<file path="src/inc/frs_cfg.svh">
/*
 * Constants of the fault status reporting block: register selects, bit
 * positions, reset values and timing.
 * Assumes it is included by its bare name from the package and the top module.
 */
`ifndef FRS_CFG_SVH
`define FRS_CFG_SVH

// Register select codes on the host register port
`define FRS_SEL_COND       3'h0
`define FRS_SEL_RISE       3'h1
`define FRS_SEL_FALL       3'h2
`define FRS_SEL_EVENT      3'h3
`define FRS_SEL_ENABLE     3'h4
`define FRS_SEL_STD_EVENT  3'h5

// Bit positions in the fault status word
`define FRS_BIT_CURRENT    0
`define FRS_BIT_VOLTAGE    1
`define FRS_BIT_POWER      2
`define FRS_BIT_REVERSE    3
`define FRS_BIT_THERMAL    4
`define FRS_BIT_SINK       5
`define FRS_BIT_SHORTED    6
`define FRS_BIT_LIM_RESULT 7
`define FRS_BIT_LIM_ACTIVE 8
`define FRS_BIT_COOLING    12
`define FRS_BIT_SENSE      13
`define FRS_BIT_SEQUENCE   14

// Defined bits of the fault status word
`define FRS_VALID_MASK     16'h71FF

// Reset values
`define FRS_RISE_RST       16'h71FF
`define FRS_FALL_RST       16'h0000
`define FRS_ENABLE_RST     16'h0000
`define FRS_WORD_RST       16'h0000
`define FRS_STD_RST        8'h00

// Fan recheck time after a protection clear
`define FRS_FAN_RECHECK_MS 1000
`define FRS_CLK_MHZ        100

`endif

</file>
<file path="src/inc/frs_pkg.sv">
/*
 * Types of the fault status reporting block.
 * Assumes frs_cfg.svh is on the include path.
 */
`include "frs_cfg.svh"

package frs_pkg;

    typedef enum logic [2:0] {
        FRS_REG_COND      = `FRS_SEL_COND,
        FRS_REG_RISE      = `FRS_SEL_RISE,
        FRS_REG_FALL      = `FRS_SEL_FALL,
        FRS_REG_EVENT     = `FRS_SEL_EVENT,
        FRS_REG_ENABLE    = `FRS_SEL_ENABLE,
        FRS_REG_STD_EVENT = `FRS_SEL_STD_EVENT
    } frs_sel_e;

    typedef logic [15:0] frs_word_t;

    // Instrument-wide conditions that are not per channel
    typedef struct packed {
        logic limit_pass;
        logic limit_enabled;
        logic sense_connected;
        logic program_running;
    } frs_misc_s;

    // Host register access request
    typedef struct packed {
        logic      wr_stb;
        logic      rd_stb;
        frs_sel_e  sel;
        frs_word_t wdata;
    } frs_req_s;

endpackage

</file>
<file path="src/design/frs_top.sv">
/*
 * Fault status reporting: condition, rise and fall filters, clear-on-read
 * event, enable mask and summary bit, plus a rise-only standard event word.
 * Assumes fault and activity inputs come from pins (synchronised here), while
 * the register request and protection clear come from logic on mclk_i.
 */
// What this block does
// - Condition word shows present monitored state; reading never alters it.
// - Event bit sets only on a filter-selected rise or fall of its condition.
// - Rise and fall filter selections are host-writable per bit.
// - Standard event word latches only rising source edges; no filters.
// - Reading an event word returns it, then clears it; a bit set by a transition in the read cycle stays set.
// - OR of enabled fault events drives the fault summary bit.
// - Excess current flag latches on any channel; clears when gone plus clear.
// - Excess voltage flag latches on any channel; clears when gone plus clear.
// - Excess power flag latches on any channel; clears when gone plus clear.
// - Reverse polarity flag latches on any channel; clears when gone plus clear.
// - Thermal trip latches and switches channel off until cooled plus clear.
// - Sink active flag is OR of all channel load-on states.
// - Input shorted flag is set while any channel is shorted.
// - Limit check result reads one on pass, zero on fail, while active.
// - Limit check active follows whether limit checking is enabled.
// - Cooling fault sets on fan failure; clear drops it, recheck resets it.
// - Sense lead flag follows remote sense connection.
// - Sequence running flag follows stored program execution.
`timescale 1ns/1ps
`include "frs_cfg.svh"

module frs_top #(
    parameter int NCH                = 4,
    parameter int NMOD               = 2,
    parameter int STDW               = 8,
    parameter int FAN_RECHECK_CYCLES = `FRS_FAN_RECHECK_MS * 1000 * `FRS_CLK_MHZ
) (
    input  wire logic               mclk_i,
    input  wire logic               reset_n_i,
    input  wire logic [NCH-1:0]     over_current_i,
    input  wire logic [NCH-1:0]     over_voltage_i,
    input  wire logic [NCH-1:0]     over_power_i,
    input  wire logic [NCH-1:0]     reverse_voltage_i,
    input  wire logic [NCH-1:0]     over_temp_i,
    input  wire logic [NCH-1:0]     load_on_i,
    input  wire logic [NCH-1:0]     short_on_i,
    input  wire logic [NMOD-1:0]    fan_fail_i,
    input  wire frs_pkg::frs_misc_s misc_i,
    input  wire logic               protection_clear_command_i,
    input  wire logic [STDW-1:0]    std_source_i,
    input  wire frs_pkg::frs_req_s  req_i,
    output logic [15:0]             rd_data_o,
    output logic                    rd_valid_o,
    output logic                    fault_summary_bit_o,
    output logic [NCH-1:0]          channel_off_o
);

    localparam int RAWW = 7 * NCH + NMOD + 4;

    ////////////////////////////////////////////////////////////////////////////
    // Pin synchronisers

    logic [RAWW-1:0] raw_in;
    logic [RAWW-1:0] sync1_q;
    logic [RAWW-1:0] sync2_q;

    assign raw_in = {misc_i, fan_fail_i, short_on_i, load_on_i, over_temp_i,
                     reverse_voltage_i, over_power_i, over_voltage_i, over_current_i};

    always_ff @(posedge mclk_i) begin
        if (!reset_n_i) begin
            sync1_q <= '0;
            sync2_q <= '0;
        end else begin
            sync1_q <= raw_in;
            sync2_q <= sync1_q;
        end
    end

    logic [NCH-1:0]     s_oc;
    logic [NCH-1:0]     s_ov;
    logic [NCH-1:0]     s_op;
    logic [NCH-1:0]     s_rv;
    logic [NCH-1:0]     s_ot;
    logic [NCH-1:0]     s_load;
    logic [NCH-1:0]     s_short;
    logic [NMOD-1:0]    s_fan;
    frs_pkg::frs_misc_s s_misc;

    assign s_oc    = sync2_q[0*NCH +: NCH];
    assign s_ov    = sync2_q[1*NCH +: NCH];
    assign s_op    = sync2_q[2*NCH +: NCH];
    assign s_rv    = sync2_q[3*NCH +: NCH];
    assign s_ot    = sync2_q[4*NCH +: NCH];
    assign s_load  = sync2_q[5*NCH +: NCH];
    assign s_short = sync2_q[6*NCH +: NCH];
    assign s_fan   = sync2_q[7*NCH +: NMOD];
    assign s_misc  = sync2_q[7*NCH+NMOD +: 4];

    ////////////////////////////////////////////////////////////////////////////
    // Helpers

    // Transition filter shared by the fault and standard event words
    function automatic logic [15:0] edge_hits(input logic [15:0] now, input logic [15:0] was,
                                              input logic [15:0] rise, input logic [15:0] fall);
        edge_hits = (rise & now & ~was) | (fall & ~now & was);
    endfunction

    function automatic logic is_access(input frs_pkg::frs_req_s r, input frs_pkg::frs_sel_e s);
        is_access = r.sel == s;
    endfunction

    ////////////////////////////////////////////////////////////////////////////
    // State

    logic [15:0]     cond_q;
    logic [15:0]     cond_d;
    logic [15:0]     rise_q;
    logic [15:0]     rise_d;
    logic [15:0]     fall_q;
    logic [15:0]     fall_d;
    logic [15:0]     event_q;
    logic [15:0]     event_d;
    logic [15:0]     enable_q;
    logic [15:0]     enable_d;
    logic [STDW-1:0] std_prev_q;
    logic [STDW-1:0] std_prev_d;
    logic [STDW-1:0] std_event_q;
    logic [STDW-1:0] std_event_d;
    logic [31:0]     fan_cnt_q;
    logic [31:0]     fan_cnt_d;
    logic [NCH-1:0]  chan_off_q;
    logic [NCH-1:0]  chan_off_d;
    logic [15:0]     rd_data_q;
    logic [15:0]     rd_data_d;
    logic            rd_valid_q;
    logic            rd_valid_d;
    logic            summary_q;
    logic            summary_d;
    logic [4:0]      prot_any;
    logic [15:0]     new_events;
    logic [15:0]     std_hits;
    logic            clr;
    logic            wr;
    logic            rd;

    always_comb begin
        clr = protection_clear_command_i;
        wr  = req_i.wr_stb;
        rd  = req_i.rd_stb;
        prot_any = {|s_ot, |s_rv, |s_op, |s_ov, |s_oc};
        cond_d = `FRS_WORD_RST;
        // Protection flags: a live fault wins over a clear arriving with it
        cond_d[4:0] = prot_any | (cond_q[4:0] & {5{~clr}});
        cond_d[`FRS_BIT_SINK]       = |s_load;
        cond_d[`FRS_BIT_SHORTED]    = |s_short;
        cond_d[`FRS_BIT_LIM_RESULT] = s_misc.limit_enabled & s_misc.limit_pass;
        cond_d[`FRS_BIT_LIM_ACTIVE] = s_misc.limit_enabled;
        cond_d[`FRS_BIT_SENSE]      = s_misc.sense_connected;
        cond_d[`FRS_BIT_SEQUENCE]   = s_misc.program_running;
        // Clear drops the fan flag; it returns after the recheck time if the fan is still bad
        fan_cnt_d = fan_cnt_q;
        if (clr) begin
            fan_cnt_d = FAN_RECHECK_CYCLES[31:0];
        end else if (fan_cnt_q != 32'h0000_0000) begin
            fan_cnt_d = fan_cnt_q - 32'h0000_0001;
        end
        cond_d[`FRS_BIT_COOLING] = ~clr & (cond_q[`FRS_BIT_COOLING] |
                                           ((|s_fan) & (fan_cnt_q == 32'h0000_0000)));
        cond_d = cond_d & `FRS_VALID_MASK;
        chan_off_d = s_ot | (chan_off_q & {NCH{~clr}});

        rise_d   = (wr && is_access(req_i, frs_pkg::FRS_REG_RISE)) ?
                   (req_i.wdata & `FRS_VALID_MASK) : rise_q;
        fall_d   = (wr && is_access(req_i, frs_pkg::FRS_REG_FALL)) ?
                   (req_i.wdata & `FRS_VALID_MASK) : fall_q;
        enable_d = (wr && is_access(req_i, frs_pkg::FRS_REG_ENABLE)) ?
                   (req_i.wdata & `FRS_VALID_MASK) : enable_q;

        // A transition landing in the read cycle survives the clear
        new_events = edge_hits(cond_d, cond_q, rise_q, fall_q) & `FRS_VALID_MASK;
        event_d = ((rd && is_access(req_i, frs_pkg::FRS_REG_EVENT)) ? 16'h0000 : event_q) |
                  new_events;
        summary_d = |(event_d & enable_d);

        std_prev_d = std_source_i;
        std_hits   = edge_hits({{(16-STDW){1'b0}}, std_source_i}, {{(16-STDW){1'b0}}, std_prev_q},
                               16'hFFFF, 16'h0000);
        std_event_d = ((rd && is_access(req_i, frs_pkg::FRS_REG_STD_EVENT)) ? {STDW{1'b0}} :
                       std_event_q) | std_hits[STDW-1:0];

        // Reads see the word before any clear; condition reads change nothing
        rd_valid_d = rd;
        case (req_i.sel)
            frs_pkg::FRS_REG_COND:      rd_data_d = cond_q;
            frs_pkg::FRS_REG_RISE:      rd_data_d = rise_q;
            frs_pkg::FRS_REG_FALL:      rd_data_d = fall_q;
            frs_pkg::FRS_REG_EVENT:     rd_data_d = event_q;
            frs_pkg::FRS_REG_ENABLE:    rd_data_d = enable_q;
            frs_pkg::FRS_REG_STD_EVENT: rd_data_d = {{(16-STDW){1'b0}}, std_event_q};
            default:                    rd_data_d = 16'h0000;
        endcase
        if (!rd) begin
            rd_data_d = rd_data_q;
        end
    end

    always_ff @(posedge mclk_i) begin
        if (!reset_n_i) begin
            cond_q      <= `FRS_WORD_RST;
            rise_q      <= `FRS_RISE_RST;
            fall_q      <= `FRS_FALL_RST;
            event_q     <= `FRS_WORD_RST;
            enable_q    <= `FRS_ENABLE_RST;
            std_prev_q  <= '0;
            std_event_q <= '0;
            fan_cnt_q   <= 32'h0000_0000;
            chan_off_q  <= '0;
            rd_data_q   <= 16'h0000;
            rd_valid_q  <= 1'b0;
            summary_q   <= 1'b0;
        end else begin
            cond_q      <= cond_d;
            rise_q      <= rise_d;
            fall_q      <= fall_d;
            event_q     <= event_d;
            enable_q    <= enable_d;
            std_prev_q  <= std_prev_d;
            std_event_q <= std_event_d;
            fan_cnt_q   <= fan_cnt_d;
            chan_off_q  <= chan_off_d;
            rd_data_q   <= rd_data_d;
            rd_valid_q  <= rd_valid_d;
            summary_q   <= summary_d;
        end
    end

    assign rd_data_o           = rd_data_q;
    assign rd_valid_o          = rd_valid_q;
    assign fault_summary_bit_o = summary_q;
    assign channel_off_o       = chan_off_q;
endmodule

</file>
<file path="config.mk">
export PLATFORM = sky130hd
export DESIGN_NAME = frs_top
export DESIGN_NICKNAME = d
export VERILOG_FILES = /design/src/inc/frs_pkg.sv /design/src/design/frs_top.sv
export VERILOG_INCLUDE_DIRS = /design/src /design/src/inc
export SDC_FILE = /design/constraint.sdc
export NUM_CORES = 1
export LEC_CHECK = 0
export BUFFER_PORTS_ARGS = -buffer_cell sky130_fd_sc_hd__buf_2
export CAP_MARGIN = 15
export CORE_MARGIN = 10
export CORE_UTILIZATION = 36
export CTS_BUF_LIST = sky130_fd_sc_hd__clkbuf_4
export CTS_CLUSTER_SIZE = 25
export DETAILED_ROUTE_END_ITERATION = 8
export PLACE_DENSITY = 0.61
export SLEW_MARGIN = 20
export SYNTH_ARGS = -nofsm -noshare
export SYNTH_HDL_FRONTEND = slang
export SYNTH_SLANG_ARGS = --single-unit
</file>
<file path="constraint.sdc">
create_clock -name mclk_i -period 3.5 [get_ports mclk_i]
set_clock_uncertainty 0.15 [all_clocks]
set_input_delay 0.175 -clock mclk_i [delete_from_list [all_inputs] [get_ports mclk_i]]
set_output_delay 0.175 -clock mclk_i [all_outputs]
set_load 0.02 [all_outputs]
</file>
==> results.json <==
{
  "synth_seq_cells": 206,
  "powerDensity_nw_per_um2": 532,
  "clk_pin_slew_worst_paths_ns": 0.06,
  "vias": 6039,
  "mostFrequentLayoutCell": "dfxtp_1",
  "cp.required_ns": 3.84,
  "die_height_um": 166,
  "cp_common_cell": "nor4_1",
  "synth-main-ff-cell": "dfxtp_1",
  "pin_count": 88,
  "tns_ns": 0,
  "synth.avg_cell_area_um2": 9.74,
  "grt_start_max_net_pins": 84,
  "syn_nets": 853,
  "synth_top_family_by_area": "simple AND/OR/NAND/NOR gates",
  "design_area_um2": 9590,
  "grt_overflow_total": 0,
  "crit_chain": "nor4_1, nand3_2, o31ai_4, nor4_1, xnor2_1, a21oi_1",
  "peakVddDrop_uv": 247,
  "synthMuxAreaShare": 0.0586,
  "hold_violations": 0,
  "cts_max_path_buffers": 3,
  "multiInputGateArea_um2": 3300,
  "area.sequential_um2": 4120,
  "wirelength_um": 18300,
  "netlist_area_um2": 7650,
  "synth_top_cell_by_area": "dfxtp_1",
  "cts_max_level": 2,
  "critPathMaxFanout": 8,
  "num-fill-cells": 2045,
  "cts_num_sinks": 206,
  "root_buffer": "clkbuf_4",
  "leakagePower_nw": 3.99,
  "ys_top_cells_by_area": "dfxtp_1 (54%), and2_1 (6.0%), nand2_1 (4.1%)",
  "ys_seq_area_frac": 0.539,
  "synth-simple-area-share": 0.237,
  "mostFrequentLayoutCells": "dfxtp_1 (206), nand2_1 (83), buf_2 (83)",
  "cap_violations": 0,
  "ant_nets": 0,
  "gp_congestion": 0.798,
  "syn_to_final_growth_pct": 25.4,
  "firstDrtPassIters": 4,
  "dp_hpwl_um": 11700,
  "cp_top_family": "simple AND/OR/NAND/NOR gates",
  "synth_edf_count": 0,
  "grt.total_usage": 0.129,
  "drive_gt1_frac": 0.204,
  "max_stage_delay_ns": 0.57,
  "synth_warnings": 0,
  "synth_top_area_frac": 0.539,
  "slowest_stage": "nor4_1",
  "grt_pass1_vias": 5926,
  "fp.dieW_um": 166,
  "r2r_setup_slack_ns": 1.14,
  "async_flop_share": 0,
  "synthCells": 785,
  "power.total_mw": 5.10,
  "finalCriticalPeriod_ns": 2.36,
  "status": "finished, final reports clean",
  "post-cts-setup-buffer-count": 0,
  "endpoint_kind": "flip-flop",
  "drt-initial-drc-count": 266,
  "port_buffers": 83,
  "crit_buf_inv": 0,
  "num_rows": 53,
  "die-area_um2": 27500,
  "maxSlewHeadroom": 0.240,
  "core_um2": 21000,
  "vias_per_cell": 4.80,
  "cts.repair.resized": 0,
  "nets": 1020,
  "grt_pass1_wl_um": 30100,
  "dpl_cell_area_um2": 8300,
  "fmax_ghz": 0.423,
  "cp.arrival_ns": 2.70,
  "synth_compound_area_frac": 0.102,
  "tightestPinTransition_ns": 1.13,
  "clk_latency_ns": 0.66,
  "start_util": 0.365,
  "synth-adder-area-share": 0.00327,
  "synth_xor_area_frac": 0.0275,
  "rsz0062_at_grt": "false",
  "post-route-period-util": 0.675,
  "drc_errors": 0,
  "drv_slew": 0,
  "worstHoldPathType": "in2reg",
  "wl_per_cell_um": 14.5,
  "crit_type": "reg2reg",
  "antenna_found_initial": 1,
  "setup_viol": 0,
  "ys_types": 62,
  "cts_buffers": 53,
  "critical_path.startpoint_type": "flip-flop",
  "cts_tree": "done"
}
[synth_stat cells (8+ instances only)]
cell type / n
dfxtp_1: 206
nand2_1: 83
nor2_1: 76
and2_1: 73
a21oi_1: 46
clkbuf_1: 33
o21ai_0: 22
mux2i_1: 20
and3_1: 19
nand3_1: 18
xnor2_1: 18
nor3_1: 17
inv_1: 15
nor4_1: 14
a221oi_1: 12
mux4_2: 8
[path summary, 6_finish.rpt]
path | endpoint | from | cells after the start
setup / recovery | fan_cnt_q[8]$_SDFFE_PN0P_ | fan_cnt_q[16]$_SDFFE_PN0P_ | 6
hold / removal | rd_data_o[7]$_SDFFE_PN0P_ | req_i[18] | 4
setup reg to reg | fan_cnt_q[8]$_SDFFE_PN0P_ | fan_cnt_q[16]$_SDFFE_PN0P_ | 6
hold reg to reg | std_event_q[1]$_SDFF_PN0_ | std_prev_q[1]$_SDFF_PN0_ | 1
[metal layers]
layer	global-route usage	vias up	share of wire
li1	-	3081	-
met3	0.0353	27	0.058
met5	0	-	0
met4	0.0505	0	0.018
met2	0.198	159	0.45
met1	0.168	2772	0.47
[layout make-up]
cell class,instances,area share
timing repair buffer,155,0.116
antenna,1,0.000261
clock buffer,75,0.0587
multi-input combinational,520,0.344
sequential,206,0.430
tap,275,0.0359
inverter,16,0.00626
clock inverter,9,0.00900
[tightest hold or removal path, delay by kind of cell]
family / cells / cell delay (ns)
simple gates: 1 / 0.09
buf+inv: 1 / 0.34
mux: 1 / 0.13
compound gates: 1 / 0.08
[what timing repair did]
item | CTS | global route
endpoints found under the setup margin | 0 | 0
hold buffers | 64 | 0
hold endpoints to repair | 117 | 0
[kinds of logic (layout without fill, tap and decap cells)]
group                      after synthesis  in the layout
other                                    0              1
AOI/OAI and AO/OA                      118            118
buffers and inverters                   59            255
xor gates and xnor gates                24             24
muxes                                   34             34
adders and majority gates                2              2
DFF                                    206            206
and+or+nand+nor                        342            342
[power breakdown]
group          leakage [nW]  switching [mW]  internal, mW
clock network         0.387           0.908          1.11
logic                  1.91           0.292         0.251
registers              1.69          0.0692          2.46
[flip-flops by register name (all words and copies together) (netlist names)]
name                 count
rd_data_o               16
fault_summary_bit_o      1
sync1_q                 34
fall_q                  12
std_prev_q               8
channel_off_o            4
fan_cnt_q               32
event_q                 16
rd_valid_o               1
enable_q                16
rise_q                  12
sync2_q                 34
std_event_q              8
cond_q                  12
[per-stage QoR]
| step | worst slack [ns] | instances | hold WS, ns | utilization |
|---|---|---|---|---|
| 2_1_floorplan | 1.43 | 785 | 0.132 | - |
| 3_3_place_gp | 0.745 | 1108 | 0.228 | 0.396 |
| 3_5_place_dp | 0.748 | 1108 | 0.224 | 0.396 |
| 4_1_cts | 1.13 | 1256 | 0.00382 | 0.458 |
| 5_1_grt | 0.909 | 1257 | 0.0532 | 0.458 |
| 6_report | 1.14 | 1257 | 0.0660 | 0.458 |
(Power assumes the default switching activity.)
